## config.mk

```make
export PLATFORM = sky130hd
export DESIGN_NAME = sbrg_core
export DESIGN_NICKNAME = d
export VERILOG_FILES = /design/src/core/sbrg_core.v
export VERILOG_INCLUDE_DIRS = /design/src /design/src/inc
export SDC_FILE = /design/constraint.sdc
export NUM_CORES = 1
export LEC_CHECK = 0
export BUFFER_PORTS_ARGS = -buffer_cell sky130_fd_sc_hd__clkbuf_2
export CELL_PAD_IN_SITES_DETAIL_PLACEMENT = 1
export CELL_PAD_IN_SITES_GLOBAL_PLACEMENT = 2
export CORE_ASPECT_RATIO = 2
export CORE_UTILIZATION = 38
export CTS_CLUSTER_SIZE = 12
export DETAILED_ROUTE_END_ITERATION = 10
export PLACE_DENSITY_LB_ADDON = 0.1
export SLEW_MARGIN = 5
export SYNTH_ARGS = -nofsm -noshare
export SYNTH_HDL_FRONTEND = slang
export SYNTH_SLANG_ARGS = --single-unit
export TNS_END_PERCENT = 20
```

## constraint.sdc

```tcl
create_clock -name ref_clk -period 4.53 [get_ports ref_clk]
set_input_delay 0.453 -clock ref_clk [delete_from_list [all_inputs] [get_ports ref_clk]]
set_output_delay 0.453 -clock ref_clk [all_outputs]
set_load 0.05 [all_outputs]
```

## src/inc/sbrg_consts.vh

```
// Constants for the serial port baud rate generator and pin routing
`ifndef SBRG_CONSTS_VH
`define SBRG_CONSTS_VH

`define SBRG_ADDR_BDH      3'h0
`define SBRG_ADDR_BDL      3'h1
`define SBRG_ADDR_OPT      3'h2
`define SBRG_ADDR_CTL2     3'h3
`define SBRG_BDH_RESET     8'h00
`define SBRG_BDL_RESET     8'h04
`define SBRG_OPT_RESET     8'h00
`define SBRG_CTL2_RESET    8'h00
`define SBRG_BRK_IE_BIT    7
`define SBRG_EDGE_IE_BIT   6
`define SBRG_DIV_HI_MSB    4
`define SBRG_DIV_HI_RESET  5'h00
`define SBRG_PS_BIT        0
`define SBRG_OPT_MASK      8'h01
`define SBRG_BDH_RD_MASK   8'hDF
`define SBRG_TX_EN_BIT     3
`define SBRG_RX_EN_BIT     2
`define SBRG_DIV_W         13
`define SBRG_DIV_ONE       13'h0001
`define SBRG_OVERSAMPLE    5'h10
`define SBRG_OS_LAST       4'hF

`endif
```

## src/core/sbrg_core.v

```verilog
// Baud rate generator, divisor registers and second port pin routing
`timescale 1ns/1ps
`include "sbrg_consts.vh"

module sbrg_core (
  input  wire       ref_clk,
  input  wire       rst,
  input  wire [2:0] reg_addr,
  input  wire       reg_wr,
  input  wire [7:0] reg_wdata,
  output reg  [7:0] reg_rdata,
  input  wire       break_detect_flag,
  input  wire       rx_edge_flag,
  output wire       break_irq,
  output wire       rx_edge_irq,
  output reg        os_tick,
  output reg        bit_tick,
  output wire       gen_running,
  input  wire       port_two_tx_line,
  output wire       port_two_rx_line,
  output wire       pin_pair_a_tx,
  output wire       pin_pair_b_tx,
  input  wire       pin_pair_a_rx,
  input  wire       pin_pair_b_rx
);

  // Register state
  reg  [7:0]               bdh_reg;
  reg  [7:0]               bdh_next;
  reg  [4:0]               div_hi_reg;
  reg  [4:0]               div_hi_next;
  reg  [7:0]               bdl_reg;
  reg  [7:0]               bdl_next;
  reg  [7:0]               opt_reg;
  reg  [7:0]               opt_next;
  reg  [7:0]               ctl2_reg;
  reg  [7:0]               ctl2_next;
  reg                      armed_reg;
  reg                      armed_next;

  // Rate generator state
  reg  [`SBRG_DIV_W-1:0]   cnt_reg;
  reg  [`SBRG_DIV_W-1:0]   cnt_next;
  reg  [3:0]               os_cnt_reg;
  reg  [3:0]               os_cnt_next;
  reg                      os_tick_next;
  reg                      bit_tick_next;

  // Decoded strobes and derived values
  wire                     wr_bdh;
  wire                     wr_bdl;
  wire                     wr_opt;
  wire                     wr_ctl2;
  wire                     arm_req;
  wire [`SBRG_DIV_W-1:0]   divisor;
  wire [`SBRG_DIV_W-1:0]   div_last;
  wire                     cnt_wrap;
  wire                     pin_sel;

  function wr_hit;
    input [2:0] a;
    input [2:0] target;
    input       we;
    begin
      wr_hit = we && (a == target);
    end
  endfunction

  // Reading the high register hides its unused bit
  function [7:0] bdh_view;
    input [7:0] raw;
    begin
      bdh_view = raw & `SBRG_BDH_RD_MASK;
    end
  endfunction

  assign wr_bdh  = wr_hit(reg_addr, `SBRG_ADDR_BDH, reg_wr);
  assign wr_bdl  = wr_hit(reg_addr, `SBRG_ADDR_BDL, reg_wr);
  assign wr_opt  = wr_hit(reg_addr, `SBRG_ADDR_OPT, reg_wr);
  assign wr_ctl2 = wr_hit(reg_addr, `SBRG_ADDR_CTL2, reg_wr);
  assign arm_req = wr_ctl2 && (reg_wdata[`SBRG_TX_EN_BIT] || reg_wdata[`SBRG_RX_EN_BIT]);

  assign divisor     = {div_hi_reg, bdl_reg};
  assign div_last    = divisor - `SBRG_DIV_ONE;
  assign cnt_wrap    = (cnt_reg >= div_last);
  assign pin_sel     = opt_reg[`SBRG_PS_BIT];
  assign gen_running = armed_reg && (divisor != {`SBRG_DIV_W{1'b0}});

  // High half is buffered; only the low write moves it into the divisor
  always @* begin
    bdh_next    = bdh_reg;
    div_hi_next = div_hi_reg;
    bdl_next    = bdl_reg;
    if (wr_bdh) begin
      bdh_next = reg_wdata;
    end
    if (wr_bdl) begin
      bdl_next    = reg_wdata;
      div_hi_next = bdh_reg[`SBRG_DIV_HI_MSB:0];
    end
  end

  always @* begin
    opt_next   = opt_reg;
    ctl2_next  = ctl2_reg;
    armed_next = armed_reg;
    if (wr_opt) begin
      opt_next = reg_wdata & `SBRG_OPT_MASK;
    end
    if (wr_ctl2) begin
      ctl2_next = reg_wdata;
    end
    // Arming is sticky until reset
    if (arm_req) begin
      armed_next = 1'b1;
    end
  end

  always @(posedge ref_clk or posedge rst) begin
    if (rst) begin
      bdh_reg <= `SBRG_BDH_RESET;
    end else begin
      bdh_reg <= bdh_next;
    end
  end

  always @(posedge ref_clk or posedge rst) begin
    if (rst) begin
      div_hi_reg <= `SBRG_DIV_HI_RESET;
    end else begin
      div_hi_reg <= div_hi_next;
    end
  end

  always @(posedge ref_clk or posedge rst) begin
    if (rst) begin
      bdl_reg <= `SBRG_BDL_RESET;
    end else begin
      bdl_reg <= bdl_next;
    end
  end

  always @(posedge ref_clk or posedge rst) begin
    if (rst) begin
      opt_reg <= `SBRG_OPT_RESET;
    end else begin
      opt_reg <= opt_next;
    end
  end

  always @(posedge ref_clk or posedge rst) begin
    if (rst) begin
      ctl2_reg <= `SBRG_CTL2_RESET;
    end else begin
      ctl2_reg <= ctl2_next;
    end
  end

  always @(posedge ref_clk or posedge rst) begin
    if (rst) begin
      armed_reg <= 1'b0;
    end else begin
      armed_reg <= armed_next;
    end
  end

  // Counter held at zero while stopped, so nothing toggles when idle
  always @* begin
    cnt_next      = cnt_reg;
    os_cnt_next   = os_cnt_reg;
    os_tick_next  = 1'b0;
    bit_tick_next = 1'b0;
    if (!gen_running) begin
      cnt_next    = {`SBRG_DIV_W{1'b0}};
      os_cnt_next = 4'h0;
    end else if (cnt_wrap) begin
      cnt_next      = {`SBRG_DIV_W{1'b0}};
      os_cnt_next   = os_cnt_reg + 4'h1;
      os_tick_next  = 1'b1;
      bit_tick_next = (os_cnt_reg == `SBRG_OS_LAST);
    end else begin
      cnt_next = cnt_reg + `SBRG_DIV_ONE;
    end
  end

  always @(posedge ref_clk or posedge rst) begin
    if (rst) begin
      cnt_reg    <= {`SBRG_DIV_W{1'b0}};
      os_cnt_reg <= 4'h0;
      os_tick    <= 1'b0;
      bit_tick   <= 1'b0;
    end else begin
      cnt_reg    <= cnt_next;
      os_cnt_reg <= os_cnt_next;
      os_tick    <= os_tick_next;
      bit_tick   <= bit_tick_next;
    end
  end

  always @* begin
    case (reg_addr)
      `SBRG_ADDR_BDH:  reg_rdata = bdh_view(bdh_reg);
      `SBRG_ADDR_BDL:  reg_rdata = bdl_reg;
      `SBRG_ADDR_OPT:  reg_rdata = opt_reg;
      `SBRG_ADDR_CTL2: reg_rdata = ctl2_reg;
      default:         reg_rdata = 8'h00;
    endcase
  end

  // Interrupt enables act at once; only the divisor half is buffered
  assign break_irq   = bdh_reg[`SBRG_BRK_IE_BIT] & break_detect_flag;
  assign rx_edge_irq = bdh_reg[`SBRG_EDGE_IE_BIT] & rx_edge_flag;

  // Unselected transmit pin rests at the idle high level
  assign pin_pair_a_tx    = pin_sel ? 1'b1 : port_two_tx_line;
  assign pin_pair_b_tx    = pin_sel ? port_two_tx_line : 1'b1;
  assign port_two_rx_line = pin_sel ? pin_pair_b_rx : pin_pair_a_rx;

endmodule // sbrg_core

```

== Word-level counts from Yosys, hierarchy flattened ==
Index checks and enable logic that the tools add are counted.
Word-level totals
  register bits after elaboration: 50
  logic and storage cells: 42
  output and inout port bits: 16
Cells by class
  eq/ne operators: 5
  $lt $le $gt $ge: 1
  bitwise operators: 2
  reduce and logical (&&, ||, !) cells: 9
  mux-type cells: 12
  add/sub/neg operators: 3
Operator list (number)
  $pmux 8 s4: 1
  $mux 13: 2
  $add 13x1->13 const B: 1
  $ge 13x13->1: 1
  $reduce_bool 13->1: 1
  $sub 13x1->13 const B: 1
  $mux 4: 2
  $mux 1: 7
  $eq 3x2->1 const B: 2
  $logic_and 1x1->1: 6
  $add 4x1->4 const B: 1
  $eq 4x4->1 const B: 1
  $eq 3x1->1 const B: 1
  $logic_not 3->1: 1
  $and 1x1->1: 2
  $ne 2x1->1 const B: 1
  $logic_or 1x1->1: 1

== Logic depth before layout (Yosys ltp) ==
Gate-level depths: netlist (run 1).
  word-level depth: 4
  gate-level depth with buffers: 12
  mapped depth without buffers: 11

== Worst setup path before layout (run 1) ==
OpenSTA, ideal clock, no wires.
  path kind: reg-to-reg
  start: register bdl_reg[5]
  end: register cnt_reg[10]
  setup time: 86 ps
  buffers on the path: 1
  arrival time: 3230 ps
  path slack: 1214 ps
  cell stages (with the launch flop): 13
  data required time: 4444 ps
  cell sequence: dfrtp_1 or4_4 nor2_1 nand2_1 or4_1 xor2_1 ha_1 a211oi_1 nor2_1 nor3_1 nand3_1 clkbuf_1 nor3_1
On the way
  longest elaborated chain between the ends: 4
RTL lines
  from (decl): line sbrg_core.v:32  | reg [7:0] bdl_reg;
  from (signal assigned): line sbrg_core.v:137  | bdl_reg <= `SBRG_BDL_RESET;
  from (signal assigned): line sbrg_core.v:139  | bdl_reg <= bdl_next;
  $sub 13x1->13 (no source line)
  $ge 13x13->1: line sbrg_core.v:85  | assign cnt_wrap = (cnt_reg >= div_last);
  $mux 13: line sbrg_core.v:176  | end else if (cnt_wrap) begin
  $mux 13 (*): line sbrg_core.v:173  | if (!gen_running) begin
  named net cnt_next[10]: line sbrg_core.v:43  | reg [`SBRG_DIV_W-1:0] cnt_next;
  to (signal assigned): line sbrg_core.v:188  | cnt_reg <= {`SBRG_DIV_W{1'b0}};
  to (signal assigned): line sbrg_core.v:193  | cnt_reg <= cnt_next;
  to (decl): line sbrg_core.v:42  | reg [`SBRG_DIV_W-1:0] cnt_reg;
The timed path passes the listed nets; every way through them passes the cells marked *.
A chain may end at the register's enable or synchronous reset.

== Worst setup path in the final report (run 1) ==
  start: register bdl_reg[5]
  end: register cnt_reg[5]
Same word-level chain as after synthesis.

==> results of run 1 <==
-- logic make-up (layout without fill, tap and decap cells) --
kind of cell,after synthesis,after routing,synth area share
AOI/OAI and AO/OA,23,23,0.0606
xor gates and xnor gates,21,21,0.0654
adders and majority gates,17,17,0.0757
buffers and inverters,17,54,0.0245
DFF,49,49,0.437
muxes,40,40,0.162
and+or+nand+nor,95,95,0.175
-- per-stage QoR --
stage / std cells / worst slack (ns) / hold slack (ns) / util
after floorplan: 262 / 1.21 / 0.474 / -
after global placement: 383 / 0.960 / 0.483 / 0.428
after detailed placement: 383 / 0.806 / 0.492 / 0.428
after CTS: 391 / 0.759 / 0.407 / 0.452
after global routing: 391 / 0.574 / 0.429 / 0.452
final: 391 / 0.821 / 0.400 / 0.452
-- worst reg2reg max path, stage by stage, from the launching register on --
cell and delay, ns:
dfrtp_1 0.42, or4_4 0.58, nor2_1 0.15, nand2_1 0.11
or4_1 0.43, xor2_1 0.16, ha_1 0.29, a211oi_1 0.21
nor2_1 0.09, nor3_1 0.33, nand3_1 0.35, buf_4 0.29
nor3_1 0.20
-- placed cells by master, fill, tap and decap left out, types with 3 or more instances in the layout --
master / count
dfrtp_1: 48
clkbuf_2: 34
mux2_2: 33
nor2_1: 19
nor3_1: 19
nand2_1: 18
ha_1: 17
xnor2_1: 11
nand3_1: 10
xor2_1: 10
inv_1: 7
o21ai_0: 6
mux2i_1: 6
a22oi_1: 5
clkbuf_16: 5
or2_2: 4
a21oi_1: 4
nand4_1: 3
nand2b_1: 3
and2_1: 3
buf_4: 3
-- power by group --
part	internal, W	switching, W
sequential	0.000529	0.000105
clock	0.000276	0.000158
combinational	0.000206	0.000254
-- how the worst max path moves through the flow --
stage                   to  startpoint
2_1_floorplan  cnt_reg[10]  bdl_reg[5]
3_3_place_gp    cnt_reg[2]  bdl_reg[5]
3_5_place_dp    cnt_reg[4]  bdl_reg[5]
4_1_cts         cnt_reg[5]  bdl_reg[5]
5_1_grt         cnt_reg[4]  bdl_reg[5]
6_report        cnt_reg[5]  bdl_reg[5]
-- final cells by class --
class,instances,share of cell area
multi-input cells,196,0.466
clock inverters,1,0.00921
inverters,9,0.0104
repair buffers,37,0.0591
clock buffers,7,0.0437
flip-flops and latches,49,0.376
well taps,92,0.0353
-- metal layers --
metal,global-route usage,vias up,share of wire
li1,-,1000,-
met3,0.0284,7,0.022
met5,0,-,0
met1,0.188,1026,0.36
met2,0.399,31,0.60
met4,0.0756,0,0.018
==> metrics, run 1 <==
# diodes 0; outcome finished, final reports clean; Post-DP Area 3090 um2; max incr delay on CP 0.58 ns; Final Cell Area roughly 3300 um2; number of cell rows 44; RePlAce Congestion 0.773; cts repair resizes 0; Core Area a little over 7000 um2; FF+latch count, synth ~50; biggest area consumer among synthesized cells dfrtp_1; DRC viols 0; nature of the critical path endpoint flip-flop; Max Root-Sink Buffers 2; leak pwr about 1.5 nW; synth unique cells between 40 and 50; Hold-fix buffers, CTS 0; largest net degree at the start of global routing 50; post-DP HPWL between 5 and 6 mm; via count 2064; Power, Total 0.00153 W; Syn Nets around 300; Hold WC Path Type input pin to asynchronous set/reset pin; Final Hold Viols 0; first-pass GRT wire length around 11 mm; crit start category flip-flop; Die Span X 62.8 um; wire length per cell 17.6 um; Buf/Inv on CP 1; internal reg-to-reg setup slack 0.82 ns; Max FO, Critical Path 8; Slew @ Worst Pin about 1.0 ns; Levels on crit path 12; final setup vio count 0; most used flip-flop cell after synthesis dfrtp_1; leading post-synthesis cells by instance count dfrtp_1, mux2_2, nor2_1, nor3_1, nand2_1; number of DRC markers in iteration 0 70; DRT Wirelength between 6 and 7 mm; post-CTS setup buffers 0; RSZ-0062 raised after global routing no; RR Endpoint cnt_reg[5]; fin crit period 3.71 ns; Required @ worst endpoint 4.72 ns; VDD IR max roughly 0.27 mV; Overflow after GRT 0; Peak Freq 270 MHz; Clock Sinks 49; CTS root buf clkbuf_16; fraction of registers with async set/reset 1.00; Synth top area share 0.427; clock skew 0.00673 ns; number of global-route vias before repair 2156; Port Buf Inserts 34; CP top delay family simple AND/OR/NAND/NOR gates; CTS tree built; slew margin rel. 0.305; Arr. time, crit path about 3.9 ns; Area contributors post-synth dfrtp_1, mux2_2, ha_1; Multi-input gate area 1520 um2; Power Dens Cells 468 nW/um2; area grow syn2layout 16.1%; total track usage 0.194; Crit-path slowest cell or4_4; reported max-cap violation count 0; # fillers 817; setup_tns 0 ns; detailed-route vias per instance 5.28; num ports 35; yosys warns 0; Die Area around 7800 um2; share of cells above drive strength 1 0.304; register area share after synthesis 0.437; EDFF count, synth 0; syn avg cell area 10.7 um2; Clk pin slew, worst setup/hold paths 0.07 ns; Final ANT Viol Nets 0; FF-to-FF Start bdl_reg[5]; worst path cell trace or4_4 > nor2_1 > nand2_1 > or4_1 > xor2_1 > ha_1 > a211oi_1 > nor2_1 > nor3_1 > nand3_1 > buf_4 > nor3_1; Post-Syn Area 2810 um2; Pins Over Slew Limit 0; sequential cell area 1230 um2; initial antenna violation count 0; worst skew pair latency 0.29 ns; most frequent cell after synthesis dfrtp_1; Tcrit/Tclk final 0.819; initial core utilization 0.390; Worst R2R Path Depth 12; CTS buffer count 5; max FFs per register 13; Nets 334; cells after synthesis 262; die height 124 um; CTS H-Tree Depth 2; TritonRoute pass-1 iters 4; Crit Path Class flip-flop to flip-flop
No activity file was read; power rests on OpenSTA's default activity.
==> inputs of run 2 (changes only) <==
==> constraint.sdc (replaced) <==
create_clock -name ref_clk -period 3.7 [get_ports ref_clk]
set_input_delay 0.37 -clock ref_clk [delete_from_list [all_inputs] [get_ports ref_clk]]
set_output_delay 0.37 -clock ref_clk [all_outputs]
set_load 0.05 [all_outputs]
==> run 2 against run 1 <==
  * Global-route usage is 0.16 points higher
  * Worst hold slack worse by 0.085 ns
  * Maximum frequency is 8.4% higher
  * Register-to-register slack worse by 0.54 ns
  * Routed wire length hardly changed
  * Flip-flop and latch count stayed put
  * Clock power is 8.1% higher
  * Largest cell class unchanged
==> metrics, run 2 (synthesized netlist as in run 1, its figures left out) <==
outcome finished, final reports clean (unchanged); VDD IR max 0.466 mV (was 0.269 mV); number of cell rows 44 (unchanged); Hold-fix buffers, CTS 0 (unchanged); final setup vio count 0 (unchanged); first-pass GRT wire length 11.2 mm (about the same); Required @ worst endpoint 3.91 ns (was 4.72 ns); sequential cell area 1230 um2 (unchanged); fin crit period 3.42 ns (was 3.71 ns); Max FO, Critical Path 7 (was 8); Arr. time, crit path 3.63 ns (was 3.90 ns); Tcrit/Tclk final 0.925 (was 0.819); Post-DP Area 3100 um2 (was 3090 um2); Port Buf Inserts 34 (unchanged); Die Area 7760 um2 (unchanged); post-DP HPWL 5.47 mm (was 5.48 mm); # fillers 839 (was 817); CTS root buf clkbuf_16 (unchanged); Multi-input gate area 1520 um2 (unchanged); RePlAce Congestion 0.801 (was 0.773); crit start category flip-flop (unchanged); clock skew 0.00563 ns (was 0.00673 ns); Final Cell Area 3250 um2 (was 3260 um2); cts repair resizes 0 (unchanged); wire length per cell 17.6 um (about the same); initial core utilization 0.390 (unchanged); CTS tree built (unchanged); Die Span X 62.8 um (unchanged); Slew @ Worst Pin 1.04 ns (about the same); Crit Path Class flip-flop to flip-flop (unchanged); Nets 336 (was 334); internal reg-to-reg setup slack 0.28 ns (was 0.82 ns); number of DRC markers in iteration 0 42 (was 70); commonest cells after routing, fill and taps aside dfrtp_1, clkbuf_2, mux2_2 (unchanged); FF-to-FF Start bdl_reg[3] (was bdl_reg[5]); Pins Over Slew Limit 0 (unchanged); area grow syn2layout 15.8% (was 16.1%); Final WS setup 0.279 ns (was 0.821 ns); Final ANT Viol Nets 0 (unchanged); Worst R2R Path Depth 12 (unchanged); Power Dens Cells 555 nW/um2 (was 468 nW/um2); slew margin rel. 0.305 (about the same); initial antenna violation count 0 (unchanged); RR Endpoint cnt_reg[8] (was cnt_reg[5]); num ports 35 (unchanged); most common cell after layout, fill and taps aside dfrtp_1 (unchanged); largest net degree at the start of global routing 50 (unchanged); via count 2054 (was 2064); max incr delay on CP 0.57 ns (was 0.58 ns); Max Root-Sink Buffers 2 (unchanged); DRT Wirelength 6.90 mm (about the same); leak pwr 1.49 nW (was 1.50 nW); CTS buffer count 5 (unchanged); Core Area 7210 um2 (unchanged); RSZ-0062 raised after global routing no (unchanged); Hold WC Path Type input pin to asynchronous set/reset pin (unchanged); post-CTS setup buffers 0 (unchanged); Clock Sinks 49 (unchanged); worst path cell trace or4_4 > nor2_1 > nand2_1 > or4_1 > xor2_1 > ha_1 > a211oi_1 > nor2_1 > nor3_1 > nand3_1 > buf_4 > nor3_1 (unchanged); nature of the critical path endpoint flip-flop (unchanged); number of global-route vias before repair 2169 (was 2156); reported max-cap violation count 0 (unchanged); total track usage 0.196 (was 0.194); Final Hold Viols 0 (unchanged); die height 124 um (unchanged); Peak Freq 292 MHz (was 270 MHz); worst skew pair latency 0.30 ns (was 0.29 ns); share of cells above drive strength 1 0.309 (was 0.304); Overflow after GRT 0 (unchanged); CTS H-Tree Depth 2 (unchanged); TritonRoute pass-1 iters 4 (unchanged); max FFs per register 13 (unchanged); setup_tns 0 ns (unchanged); detailed-route vias per instance 5.23 (was 5.28); Setup crit start bdl_reg[3] (was bdl_reg[5]); Clk pin slew, worst setup/hold paths 0.06 ns (was 0.07 ns); Crit-path slowest cell or4_4 (unchanged); pre-CTS setup slack 0.295 ns (was 0.806 ns); DRC viols 0 (unchanged); # diodes 0 (unchanged); crit path to cnt_reg[8] (was cnt_reg[5])
run 2: changes by cell type in the layout (fill, tap and decap cells not counted), sizes merged:
cell / change
buf: +2
bufinv: -1
clkinvlp: +1
run 2: worst min path at each step:
stage / cells after the start / end / from / slack [ns]
after floorplan: 1 / ctl2_reg[2] / ctl2_reg[2] / 0.47
after global placement: 1 / ctl2_reg[0] / ctl2_reg[0] / 0.48
after detailed placement: 1 / ctl2_reg[6] / ctl2_reg[6] / 0.49
after CTS: 3 / bdl_reg[1] / reg_wdata[1] / 0.31
after global routing: 3 / bdl_reg[1] / reg_wdata[1] / 0.34
final: 2 / ctl2_reg[5] / rst / 0.32
run 2: report_power, final:
group	total [W]	switching, W	internal (W)
logic	0.000562	0.000307	0.000255
registers	0.000776	0.000128	0.000648
clock network	0.000469	0.000200	0.000269
total	0.00181	0.000635	0.00117
run 2: stage by stage:
step                cells  total power, W  hold WS [ns]   util
finish                393         0.00181         0.316  0.451
global route          393         0.00192         0.343  0.451
CTS                   393         0.00184         0.315  0.451
detailed placement    385         0.00136         0.490  0.430
global placement      385         0.00134         0.482  0.430
floorplan             262         0.00118         0.474      -
run 2: metal layers:
| metal | vias up | wire [um] | track usage |
|---|---|---|---|
| met5 | - | 0 | 0 |
| met4 | 0 | 148 | 0.0843 |
| met3 | 9 | 137 | 0.0311 |
| met2 | 30 | 4240 | 0.410 |
| met1 | 1014 | 2370 | 0.178 |
| li1 | 1001 | - | - |
run 2: worst max-delay path, delay by kind of cell (launching register included):
family / cells / cell delay (ns)
AND/OR/NAND/NOR: 8 / 2.04
flip-flops: 1 / 0.45
adder cells (fa/ha/maj): 1 / 0.29
AO/OA/AOI/OAI: 1 / 0.21
buffers and inverters: 1 / 0.20
XOR/XNOR: 1 / 0.16
run 2: area by class of cell:
class,count,share of cell area
multi-input combinational,196,0.467
timing repair buffer,39,0.0638
inverter,9,0.0104
clock inverter,1,0.00231
sequential,49,0.377
clock buffer,7,0.0438
tap,92,0.0354
